$ cat config.mk
export PLATFORM = sky130hd
export DESIGN_NAME = sqwt_timer
export DESIGN_NICKNAME = d
export VERILOG_FILES = /design/src/common/sqwt_pkg.sv /design/src/verilog/sqwt_timer.sv
export SDC_FILE = /design/constraint.sdc
export NUM_CORES = 1
export LEC_CHECK = 0
export BUFFER_PORTS_ARGS = -buffer_cell sky130_fd_sc_hd__clkbuf_2
export CELL_PAD_IN_SITES_DETAIL_PLACEMENT = 1
export CELL_PAD_IN_SITES_GLOBAL_PLACEMENT = 1
export CORE_AREA = 3 3 122 124
export DETAILED_ROUTE_END_ITERATION = 8
export DIE_AREA = 0 0 125 127
export PLACE_DENSITY = 0.57
export SLEW_MARGIN = 20
export SYNTH_ARGS = -nofsm -noshare
export SYNTH_HDL_FRONTEND = slang
export SYNTH_SLANG_ARGS = --single-unit
$ cat constraint.sdc
create_clock -name clk_sys_i -period 8.55 [get_ports clk_sys_i]
set_input_delay 1.2825 -clock clk_sys_i [delete_from_list [all_inputs] [get_ports clk_sys_i]]
set_output_delay 1.2825 -clock clk_sys_i [all_outputs]
set_load 0.02 [all_outputs]
$ cat src/common/sqwt_pkg.sv
// Package for the square-wave interval timer: offsets, fields, codes
package sqwt_pkg;
	// ==========================================================
	// Register offsets (three low address bits decoded)
	localparam logic [2:0] SQWT_OFF_CMD = 3'h0;
	localparam logic [2:0] SQWT_OFF_CNT_LO = 3'h4;
	localparam logic [2:0] SQWT_OFF_CNT_HI = 3'h5;
	// ==========================================================
	// Field positions
	localparam int SQWT_CMD_POS = 6;
	localparam int SQWT_MODE_POS = 14;
	localparam int SQWT_STAT_TMR_POS = 6;
	// ==========================================================
	// Reset values and constants
	localparam logic [13:0] SQWT_TC_VALUE = 14'h0002;
	localparam logic [7:0] SQWT_RD_RESET = 8'h00;
	// Timer command codes
	typedef enum logic [1:0]
	{
		SQWT_CMD_NOP = 2'h0,
		SQWT_CMD_STOP = 2'h1,
		SQWT_CMD_STOP_TC = 2'h2,
		SQWT_CMD_START = 2'h3
	} sqwt_cmd_t;
	// Output modes: bit1 pulse, bit0 continuous
	typedef enum logic [1:0]
	{
		SQWT_MODE_SQ_ONE = 2'h0,
		SQWT_MODE_SQ_CONT = 2'h1,
		SQWT_MODE_PL_ONE = 2'h2,
		SQWT_MODE_PL_CONT = 2'h3
	} sqwt_mode_t;
	// Programmed count length and mode travel together
	typedef struct packed
	{
		sqwt_mode_t mode;
		logic [13:0] length;
	} sqwt_cfg_t;
	// Run state, one-hot
	typedef enum logic [1:0]
	{
		SQWT_ST_IDLE = 2'b01,
		SQWT_ST_RUN = 2'b10
	} sqwt_state_t;
endpackage

$ cat src/verilog/sqwt_timer.sv
// Square-wave interval timer: 14-bit down counter with command and count registers
`timescale 1ns/1ns
module sqwt_timer
	import sqwt_pkg::*;
(
	// Clock and reset
	input wire logic clk_sys_i,
	input wire logic rst_n_i,
	// Register port
	input wire logic [7:0] addr_i,
	input wire logic [7:0] wdata_i,
	input wire logic wr_i,
	input wire logic rd_i,
	output logic [7:0] rdata_o,
	// Timer pins
	input wire logic timer_in_i,
	output logic timer_out_o
);
	// ==========================================================
	// Declarations
	sqwt_cfg_t prog_q;
	sqwt_cfg_t act_q;
	sqwt_state_t state_q;
	logic [13:0] cnt_q;
	logic high_half_q;
	logic pend_start_q;
	logic stop_tc_q;
	logic tin_s1_q;
	logic tin_s2_q;
	logic tin_s3_q;
	logic tin_edge;
	logic cmd_wr;
	sqwt_cmd_t cmd_code;
	logic running;
	logic at_tc;
	logic cycle_end;
	logic wrap;
	logic [7:0] rdata_d;

	// Half length, high half takes the extra count on odd lengths
	function automatic logic [13:0] hi_len(input logic [13:0] len);
		hi_len = len - (len >> 1);
	endfunction
	function automatic logic [13:0] lo_len(input logic [13:0] len);
		lo_len = len >> 1;
	endfunction

	// ==========================================================
	// Timer input synchroniser
	// two-stage sync, edge detect
	always_ff @(posedge clk_sys_i)
	begin
		if (!rst_n_i)
		begin
			tin_s1_q <= 1'b0;
			tin_s2_q <= 1'b0;
			tin_s3_q <= 1'b0;
		end
		else
		begin
			tin_s1_q <= timer_in_i;
			tin_s2_q <= tin_s1_q;
			tin_s3_q <= tin_s2_q;
		end
	end
	// Count on falling edge of the input
	assign tin_edge = tin_s3_q & ~tin_s2_q;

	// ==========================================================
	// Command decode
	// bits 7:6 of command write
	assign cmd_wr = wr_i && (addr_i[2:0] == SQWT_OFF_CMD);
	assign cmd_code = sqwt_cmd_t'(wdata_i[SQWT_CMD_POS +: 2]);
	assign running = (state_q == SQWT_ST_RUN);
	// Counter holds twice-decremented values; the last step lands on terminal count
	assign at_tc = (cnt_q <= SQWT_TC_VALUE);
	// End of a half-cycle on this input edge
	assign wrap = running && tin_edge && at_tc;
	// End of the whole output cycle is the end of the low half
	assign cycle_end = wrap && !high_half_q;

	// ==========================================================
	// Programmed count length registers, no reset value
	// length and mode left undefined by reset
	// length low, mode in top bits
	always_ff @(posedge clk_sys_i)
	begin
		if (wr_i && addr_i[2:0] == SQWT_OFF_CNT_LO)
			prog_q[7:0] <= wdata_i;
		if (wr_i && addr_i[2:0] == SQWT_OFF_CNT_HI)
			prog_q[15:8] <= wdata_i;
	end

	// ==========================================================
	// Run state and pending commands
	always_ff @(posedge clk_sys_i)
	begin
		if (!rst_n_i)
		begin
			state_q <= SQWT_ST_IDLE;
			pend_start_q <= 1'b0;
			stop_tc_q <= 1'b0;
		end
		else
		begin
			case (state_q)
				SQWT_ST_IDLE:
				begin
					pend_start_q <= 1'b0;
					stop_tc_q <= 1'b0;
					// start from idle; length below two refused
					if (cmd_wr && cmd_code == SQWT_CMD_START && prog_q.length >= SQWT_TC_VALUE)
						state_q <= SQWT_ST_RUN;
				end
				SQWT_ST_RUN:
				begin
					if (cmd_wr && cmd_code == SQWT_CMD_STOP)
					begin
						state_q <= SQWT_ST_IDLE;
					end
					else if (cycle_end && pend_start_q)
					begin
						// new settings take over at terminal count
						pend_start_q <= 1'b0;
						stop_tc_q <= 1'b0;
						if (prog_q.length < SQWT_TC_VALUE)
							state_q <= SQWT_ST_IDLE;
					end
					else if (wrap && (stop_tc_q || (cycle_end && !act_q.mode[0])))
					begin
						// stop at terminal count; single modes end after one cycle
						state_q <= SQWT_ST_IDLE;
					end
					// code 00 falls through unchanged
					// Captured outside the chain: a command landing on a wrap edge is not lost, except a start on a wrap that ends the run
					// Later assignment wins, so the new request beats the clear of the old one
					if (cmd_wr && cmd_code == SQWT_CMD_STOP_TC)
						stop_tc_q <= 1'b1;
					// start needed to adopt new settings
					if (cmd_wr && cmd_code == SQWT_CMD_START)
						pend_start_q <= 1'b1;
				end
				default:
					state_q <= SQWT_ST_IDLE;
			endcase
		end
	end

	// ==========================================================
	// Active settings and down counter; counter has no reset value
	// decrement by two per input pulse
	always_ff @(posedge clk_sys_i)
	begin
		if (!running && cmd_wr && cmd_code == SQWT_CMD_START)
		begin
			act_q <= prog_q;
			cnt_q <= hi_len(prog_q.length) << 1;
			high_half_q <= 1'b1;
		end
		else if (wrap)
		begin
			if (high_half_q)
			begin
				// low half is the shorter one on odd lengths
				cnt_q <= lo_len(act_q.length) << 1;
				high_half_q <= 1'b0;
			end
			else
			begin
				if (pend_start_q)
					act_q <= prog_q;
				cnt_q <= hi_len(pend_start_q ? prog_q.length : act_q.length) << 1;
				high_half_q <= 1'b1;
			end
		end
		else if (running && tin_edge)
			cnt_q <= cnt_q - 14'h0002;
	end

	// ==========================================================
	// Timer output; pulse modes give one low input period at terminal count
	// four modes
	always_ff @(posedge clk_sys_i)
	begin
		if (!rst_n_i)
			timer_out_o <= 1'b1;
		else if (!running)
			timer_out_o <= 1'b1;
		else if (act_q.mode[1])
			timer_out_o <= !(at_tc && !high_half_q);
		else
			timer_out_o <= high_half_q;
	end

	// ==========================================================
	// Read data, one cycle after the strobe
	// live count and mode readback
	always_comb
	begin
		rdata_d = SQWT_RD_RESET;
		case (addr_i[2:0])
			SQWT_OFF_CMD: rdata_d[SQWT_STAT_TMR_POS] = 1'b0;
			SQWT_OFF_CNT_LO: rdata_d = cnt_q[7:0];
			SQWT_OFF_CNT_HI: rdata_d = {act_q.mode, cnt_q[13:8]};
			default: rdata_d = SQWT_RD_RESET;
		endcase
	end
	always_ff @(posedge clk_sys_i)
	begin
		if (!rst_n_i)
			rdata_o <= SQWT_RD_RESET;
		else if (rd_i)
			rdata_o <= rdata_d;
		else
			rdata_o <= SQWT_RD_RESET;
	end

	// ==========================================================
	// Checks
	AST_STOP_NOW: assert property (@(posedge clk_sys_i) disable iff (!rst_n_i)
		running && cmd_wr && cmd_code == SQWT_CMD_STOP |=> state_q == SQWT_ST_IDLE)
		else $error("stop command did not halt");
	AST_START_IDLE: assert property (@(posedge clk_sys_i) disable iff (!rst_n_i)
		!running && cmd_wr && cmd_code == SQWT_CMD_START && prog_q.length >= 14'h0002
		|=> running && high_half_q)
		else $error("start did not run");
	AST_NOP_KEEP: assert property (@(posedge clk_sys_i) disable iff (!rst_n_i)
		cmd_wr && cmd_code == SQWT_CMD_NOP && !wrap |=> $stable(state_q))
		else $error("nop changed state");
	AST_IDLE_STOPTC: assert property (@(posedge clk_sys_i) disable iff (!rst_n_i)
		!running && cmd_wr && cmd_code == SQWT_CMD_STOP_TC |=> !running)
		else $error("stop at tc started timer");
	AST_BY_TWO: assert property (@(posedge clk_sys_i) disable iff (!rst_n_i)
		running && tin_edge && !at_tc && !(cmd_wr && cmd_code == SQWT_CMD_STOP)
		|=> cnt_q == $past(cnt_q) - 14'h0002)
		else $error("counter not stepping by two");
	AST_ONE_REFUSED: assert property (@(posedge clk_sys_i) disable iff (!rst_n_i)
		!running && cmd_wr && prog_q.length < 14'h0002 |=> !running)
		else $error("length below two ran");
	AST_RESET_IDLE: assert property (@(posedge clk_sys_i)
		!rst_n_i |=> !running && timer_out_o)
		else $error("not idle after reset");
	AST_SQ_HALF: assert property (@(posedge clk_sys_i) disable iff (!rst_n_i)
		running && !act_q.mode[1] && !(cmd_wr && cmd_code == SQWT_CMD_STOP)
		|=> timer_out_o == $past(high_half_q))
		else $error("square output not following half");
	AST_READBACK: assert property (@(posedge clk_sys_i) disable iff (!rst_n_i)
		rd_i && addr_i[2:0] == SQWT_OFF_CNT_LO |=> rdata_o == $past(cnt_q[7:0]))
		else $error("low count readback wrong");

	// ==========================================================
	// Check helper: input edges seen in the current half-cycle
	// Counted independently of the twice-stepped counter, so a wrong step size shows up
	logic [13:0] half_edges_q;
	always_ff @(posedge clk_sys_i)
	begin
		if (!rst_n_i)
			half_edges_q <= 14'h0000;
		else if ((!running && cmd_wr && cmd_code == SQWT_CMD_START) || wrap)
			half_edges_q <= 14'h0000;
		else if (running && tin_edge)
			half_edges_q <= half_edges_q + 14'h0001;
	end

	AST_HIGH_LEN: assert property (@(posedge clk_sys_i) disable iff (!rst_n_i)
		wrap && high_half_q |-> ((({1'b0, half_edges_q} + 15'h0001) << 1) - {1'b0, act_q.length}) <= 15'h0001)
		else $error("high half edge count wrong");
	AST_LOW_LEN: assert property (@(posedge clk_sys_i) disable iff (!rst_n_i)
		wrap && !high_half_q |-> ({1'b0, act_q.length} - (({1'b0, half_edges_q} + 15'h0001) << 1)) <= 15'h0001)
		else $error("low half edge count wrong");
	AST_STOP_TC_END: assert property (@(posedge clk_sys_i) disable iff (!rst_n_i)
		running && wrap && stop_tc_q && !(cycle_end && pend_start_q) |=> !running)
		else $error("stop after tc did not stop");
	AST_PEND_SWAP: assert property (@(posedge clk_sys_i) disable iff (!rst_n_i)
		running && cycle_end && pend_start_q && !(cmd_wr && cmd_code == SQWT_CMD_STOP)
		&& prog_q.length >= SQWT_TC_VALUE |=> running && act_q == $past(prog_q))
		else $error("pending start not applied");
	AST_RELOAD: assert property (@(posedge clk_sys_i) disable iff (!rst_n_i)
		running && cycle_end && act_q.mode[0] && !pend_start_q && !stop_tc_q
		&& !(cmd_wr && cmd_code == SQWT_CMD_STOP) |=> running && high_half_q)
		else $error("continuous mode did not reload");
	AST_SINGLE_END: assert property (@(posedge clk_sys_i) disable iff (!rst_n_i)
		running && cycle_end && !act_q.mode[0] && !pend_start_q |=> !running)
		else $error("single mode kept running");
	AST_PULSE_LOW: assert property (@(posedge clk_sys_i) disable iff (!rst_n_i)
		running && act_q.mode[1] |=> timer_out_o == !$past(at_tc && !high_half_q))
		else $error("pulse output wrong");
	AST_IDLE_OUT: assert property (@(posedge clk_sys_i) disable iff (!rst_n_i)
		!running |=> timer_out_o)
		else $error("idle output not high");
	AST_LOAD_CFG: assert property (@(posedge clk_sys_i) disable iff (!rst_n_i)
		!running && cmd_wr && cmd_code == SQWT_CMD_START |=> act_q == $past(prog_q))
		else $error("start did not load settings");
	AST_CFG_HOLD: assert property (@(posedge clk_sys_i) disable iff (!rst_n_i)
		running && !(cycle_end && pend_start_q) |=> act_q == $past(act_q))
		else $error("settings changed without start");
	AST_READ_HI: assert property (@(posedge clk_sys_i) disable iff (!rst_n_i)
		rd_i && addr_i[2:0] == SQWT_OFF_CNT_HI |=> rdata_o == {$past(act_q.mode), $past(cnt_q[13:8])})
		else $error("high count readback wrong");
	// read data stands one cycle only
	AST_RD_ZERO: assert property (@(posedge clk_sys_i) disable iff (!rst_n_i)
		!rd_i |=> rdata_o == SQWT_RD_RESET)
		else $error("read data not cleared");
endmodule // sqwt_timer
=== Word-level counts from Yosys, hierarchy flattened ===
Cells that the tools add are included.

* Bits in registers: 63
* Input bits: 21
* Output and inout port bits: 9
* Word-level logic and storage cells: 98

* Add/subtract/negate cells: 3
* $lt $le $gt $ge: 3
* Eq/ne operators: 15
* Mux-type cells: 26
* Bitwise operators: 2
* Reductions and logical operators: 33

{| class="wikitable"
|+ Operator list
! operator !! number
|-
| 14-bit two-way mux || 5
|-
| 16-bit two-way mux || 4
|-
| 13-bit subtractor || 2
|-
| 1-bit logical AND || 16
|-
| 14-bit by 2-bit >= comparator with 1-bit output, second input constant || 1
|-
| 14-bit by 2-bit less-or-equal comparator with 1-bit output, second input constant || 1
|-
| 14-bit by 2-bit less-than comparator with 1-bit output, second input constant || 1
|-
| 14-bit by 2-bit subtractor with 14-bit output, second input constant || 1
|-
| 6-bit case mux with 2 select lines || 1
|-
| 3-bit AND reduction || 4
|-
| 2-bit two-way mux || 5
|-
| 1-bit case mux with 2 select lines || 4
|-
| 2-bit nonzero test || 4
|-
| 2-bit equality test, second input constant || 3
|-
| 3-bit equality test, second input constant || 2
|-
| 1-bit two-way mux || 6
|-
| 3-bit by 1-bit inequality test with 1-bit output, second input constant || 2
|-
| 2-bit by 1-bit equality test with 1-bit output, second input constant || 2
|-
| 1-bit zero test || 4
|-
| 4-bit by 1-bit inequality test with 1-bit output, second input constant || 1
|-
| 4-bit by 3-bit inequality test with 1-bit output, second input constant || 1
|-
| 2-bit case mux with 2 select lines || 1
|-
| 2-bit AND reduction || 2
|-
| 3-bit zero test || 1
|-
| other kinds (8) || 8
|}

=== Longest topological paths before layout ===
* Depth after elaboration: 12
* Gate-level depth with buffers: 13
* Depth with buffers taken out: 12

=== Worst setup path after synthesis ===
Ideal clock, no wire load.

* Path kind: input-to-reg
* From: input port addr_i[2]
* To: register act_q[0] (netlist bit) (enable)
* Setup time: 411 ps
* Arrival time: 3,071 ps
* Data required time: 8,139 ps
* Path slack: 5,068 ps
* Stages on the path: 6
* Buffers on the path: 2
* Cell sequence: nor4b_1 -> nand3_1 -> or2_2 -> clkbuf_1 -> clkbuf_1 -> o21ai_0

* Word-level cells in the longest chain between the ends: 6
* Elaborated cells on any way between the ends: 8
* Classes of those cells: 1 x eq/ne; 7 x reduce/logical

{| class="wikitable"
|+ Ends and longest elaborated chain
! item !! line !! text
|-
| start: declaration || sqwt_timer.sv:10 || <nowiki>input wire logic [7:0] addr_i,</nowiki>
|-
| 3-bit zero test (*) || sqwt_timer.sv:72 || <nowiki>assign cmd_wr = wr_i && (addr_i[2:0] == SQWT_OFF_CMD);</nowiki>
|-
| 1-bit logical AND (*) || sqwt_timer.sv:72 ||
|-
| 1-bit logical AND (*) (2 in a row) || - ||
|-
| 2-bit by 1-bit inequality test with 1-bit output (no line) / 2-bit nonzero test (equally long branches) || - ||
|-
| 3-bit AND reduction (no line) (*) || - ||
|-
| end signal: assignment || sqwt_timer.sv:156 || <nowiki>act_q <= prog_q;</nowiki>
|-
| end signal: assignment || sqwt_timer.sv:171 || <nowiki>act_q <= prog_q;</nowiki>
|-
| end: declaration || sqwt_timer.sv:22 || <nowiki>sqwt_cfg_t act_q;</nowiki>
|}

Every way passes the cells marked *; elsewhere a longest branch is shown, timed or not.
A chain may end at the register's enable or synchronous reset.

=== Worst setup path in the final report ===
* From: input port addr_i[0]
* To: register cnt_q[12], data pin

* Word-level cells in the longest chain between the ends: 5

{| class="wikitable"
|+ Ends and longest elaborated chain
! item !! line !! text
|-
| 3-bit zero test || sqwt_timer.sv:72 ||
|-
| 1-bit logical AND || sqwt_timer.sv:72 ||
|-
| 1-bit logical AND (2 in a row) || - ||
|-
| 14-bit two-way mux || sqwt_timer.sv:154 || <nowiki>if (!running && cmd_wr && cmd_code == SQWT_CMD_START)</nowiki>
|-
| end signal: assignment || sqwt_timer.sv:157 || <nowiki>cnt_q <= hi_len(prog_q.length) << 1;</nowiki>
|-
| end signal: assignment || sqwt_timer.sv:165 || <nowiki>cnt_q <= lo_len(act_q.length) << 1;</nowiki>
|-
| end signal: assignment || sqwt_timer.sv:172 || <nowiki>cnt_q <= hi_len(pend_start_q ? prog_q.length : act_q.length) << 1;</nowiki>
|-
| end: declaration || sqwt_timer.sv:24 || <nowiki>logic [13:0] cnt_q;</nowiki>
|}

Every way passes these cells.

==> metrics.md <==
| Metric | Value |
|---|---|
| Total Neg Setup Slack | `0 ps` |
| Worst VDD drop | `0.000141 V` |
| CTS clk-pin slew, worst paths | `50 ps` |
| CP arrival | `3660 ps` |
| Count leader, synth | `edfxtp_1` |
| Fill cells | `1618` |
| Routability cong. | `0.817` |
| Crit end category | `flop` |
| Cts bufs inserted | `9` |
| Critical path peak fanout | `23` |
| Fraction of registers with async set/reset | `0%` |
| Die area | `0.0159 sq mm` |
| Max cap viols | `0` |
| CTS Buffer Depth | `2` |
| Yosys top cell by area | `edfxtp_1` |
| Non-filler cells, final | `628` |
| Yosys cell types | `54` |
| Post-CTS Resized | `0` |
| Share of cells above drive strength 1 | `10.9%` |
| Worst-Skew Late Latency | `330 ps` |
| CP required | `8620 ps` |
| Status | `finished, final reports clean` |
| Fin crit share | `41.9%` |
| Nets | `503` |
| Worst Skew | `6.22 ps` |
| Initial antenna violation count | `0` |
| YS warnings | `0` |
| LEAKAGE | `1.89 nW` |
| DRT antenna net count | `0` |
| Max-Slew Margin vs Limit | `48.7%` |
| Hold buffer count at cts | `0` |
| Synth top area share | `32.5%` |
| Core Region | `0.0139 sq mm` |
| Setup CP Type | `input port to flop` |
| Largest net degree at the start of global routing | `25` |
| Final Hold Viols | `0` |
| Synth Instances | `416` |
| Global-route wire length before repair | `17600 microns` |
| Via count | `3111` |
| Iteration count of the initial detailed-routing pass | `4` |
| Area contributors post-synth | `edfxtp_1, ha_1, dfxtp_1` |
| RSZ-0062 raised after global routing | `no` |
| Total grt overflow | `0` |
| Die Y | `127 microns` |
| Minimum clock period | `3590 ps` |
| Fmax | `0.279 GHz` |
| DRC errors left | `0` |
| Ys flop type | `edfxtp_1` |
| Syn Nets | `476` |
| Placed cell count | `612` |
| Yosys reg bits | `63` |
| Pins Over Slew Limit | `0` |
| Top cells by count, synth | `edfxtp_1, ha_1, inv_1` |
| GRT Overall Usage | `14.2%` |
| Vias in the first global route | `3376` |
| Post-Synthesis Cell Area | `0.00415 sq mm` |
| Pwr Density | `154 mW/mm^2` |
| CTS tree | `yes` |
| Startpoint Class | `input port` |
| Total setup buffers inserted after CTS | `0` |
| Port Buf Inserts | `24` |
| Antenna cells | `0` |
| WL/cell | `16.7 microns` |
| Wirelength, routed | `10500 microns` |
| Slew @ Worst Pin | `770 ps` |
| Vias per cell | `4.95` |
| Avg Cell Area, Syn | `9.98 sq um` |
| EDFF count, synth | `45` |
| Io pins | `30` |
| Final HPWL DP | `8490 microns` |
| Worst hold-check path type | `flop to flop` |
| Initial drt markers | `97` |
| # H-tree levels | `3` |
| Sequential share of the synthesized area | `41.2%` |
| Setup Viol. Count Final | `0` |
| Initial Util | `29.9%` |
| Area growth syn-to-layout | `14.7%` |
| Die W | `125 microns` |
| Root Driver | `clkbuf_16` |
| Site Rows | `43` |
| # clock sinks | `63` |
-- cell families (layout without fill, tap and decap cells) --
group                      after synthesis  count (layout)  share of synthesized area [%]
and+or+nand+nor                        119             119                           15.2
AOI/OAI and AO/OA                       97              97                           15.5
muxes                                   26              26                           6.27
xor gates and xnor gates                25              25                           5.27
DFF                                     63              63                           41.2
adders and majority gates               39              39                           12.1
buffers and inverters                   47              79                           4.37
-- area by class of cell --
| cell class | instances | area, sq um | area share [%] |
|---|---|---|---|
| Clock buffer | 13 | 272 | 5.70 |
| Clock inverter | 3 | 15.0 | 0.315 |
| Inverter | 35 | 131 | 2.76 |
| Multi-Input combinational cell | 306 | 2260 | 47.4 |
| Sequential cell | 63 | 1710 | 35.9 |
| Tap cell | 180 | 225 | 4.73 |
| Timing Repair Buffer | 28 | 150 | 3.15 |
-- power breakdown --
group | leakage, nW | switching (mW) | internal (mW)
logic | 1.20 | 0.0296 | 0.0212
registers | 0.553 | 0.00442 | 0.331
clock network | 0.143 | 0.125 | 0.220
total | 1.89 | 0.159 | 0.573
-- per-stage QoR --
stage	total power, mW	worst slack, ps	utilization [%]	hold slack (ps)	instance area, sq um
after detailed placement	0.393	4640	32.3	423	4480
after CTS	0.746	5000	34.3	437	4760
final	0.732	4960	34.3	435	4760
after global placement	0.391	4700	32.3	415	4480
after floorplan	0.374	5070	-	400	4150
after global routing	0.766	4770	34.3	440	4760
-- path summary, 6_finish.rpt --
path                             start  slack, ps                   to  depth (start not counted)
max                          addr_i[0]       4960  cnt_q[12]$_DFFE_PP_                          8
min               prog_q[14]$_DFFE_PP_        440  act_q[14]$_DFFE_PP_                          0
min reg2reg       prog_q[14]$_DFFE_PP_        440  act_q[14]$_DFFE_PP_                          0
max reg2reg  pend_start_q$_SDFFE_PN0P_       5090  cnt_q[12]$_DFFE_PP_                         12
-- worst max-delay path, stage by stage --
cell and delay [ps]:
clkbuf_2 240, nor4b_1 660, nand3_1 300, or2_2 530, nand3_1 190, o21ai_0 110, a31oi_1 220, o21ai_0 110
-- placed cells by master (no fill, tap or decap), types with 4 or more instances in the layout --
master     count
clkbuf_16     10
o21ai_0       23
nand3_1       16
mux2i_1       26
o21a_1         8
edfxtp_1      45
buf_4          4
inv_1         35
or3_1          4
dfxtp_1       18
o31ai_1        4
clkbuf_2      24
nand2b_1       6
nor3_1        10
o211ai_1       6
ha_1          37
a211oi_1       5
xnor2_1       15
a31oi_1        4
xor2_1        10
nor2b_1        9
and3_1         4
nand2_1       20
a21oi_1       18
nor2_1        30
-- sequential cells by signal, indices dropped and copies added (netlist names), 2 cells and up --
name / cells
state_q: 2
cnt_q: 14
rdata_o: 8
prog_q: 16
act_q: 16
-- metal layers --
metal  track usage [%]  vias up  share of wire (%)
li1                  -     1572                  -
met1              18.6     1490                 50
met2              22.6       34                 45
met3              4.14       15                2.7
met4              4.72        0                2.3
met5                 0        -                  0
Note: power is estimated with default switching activity, not from simulation.
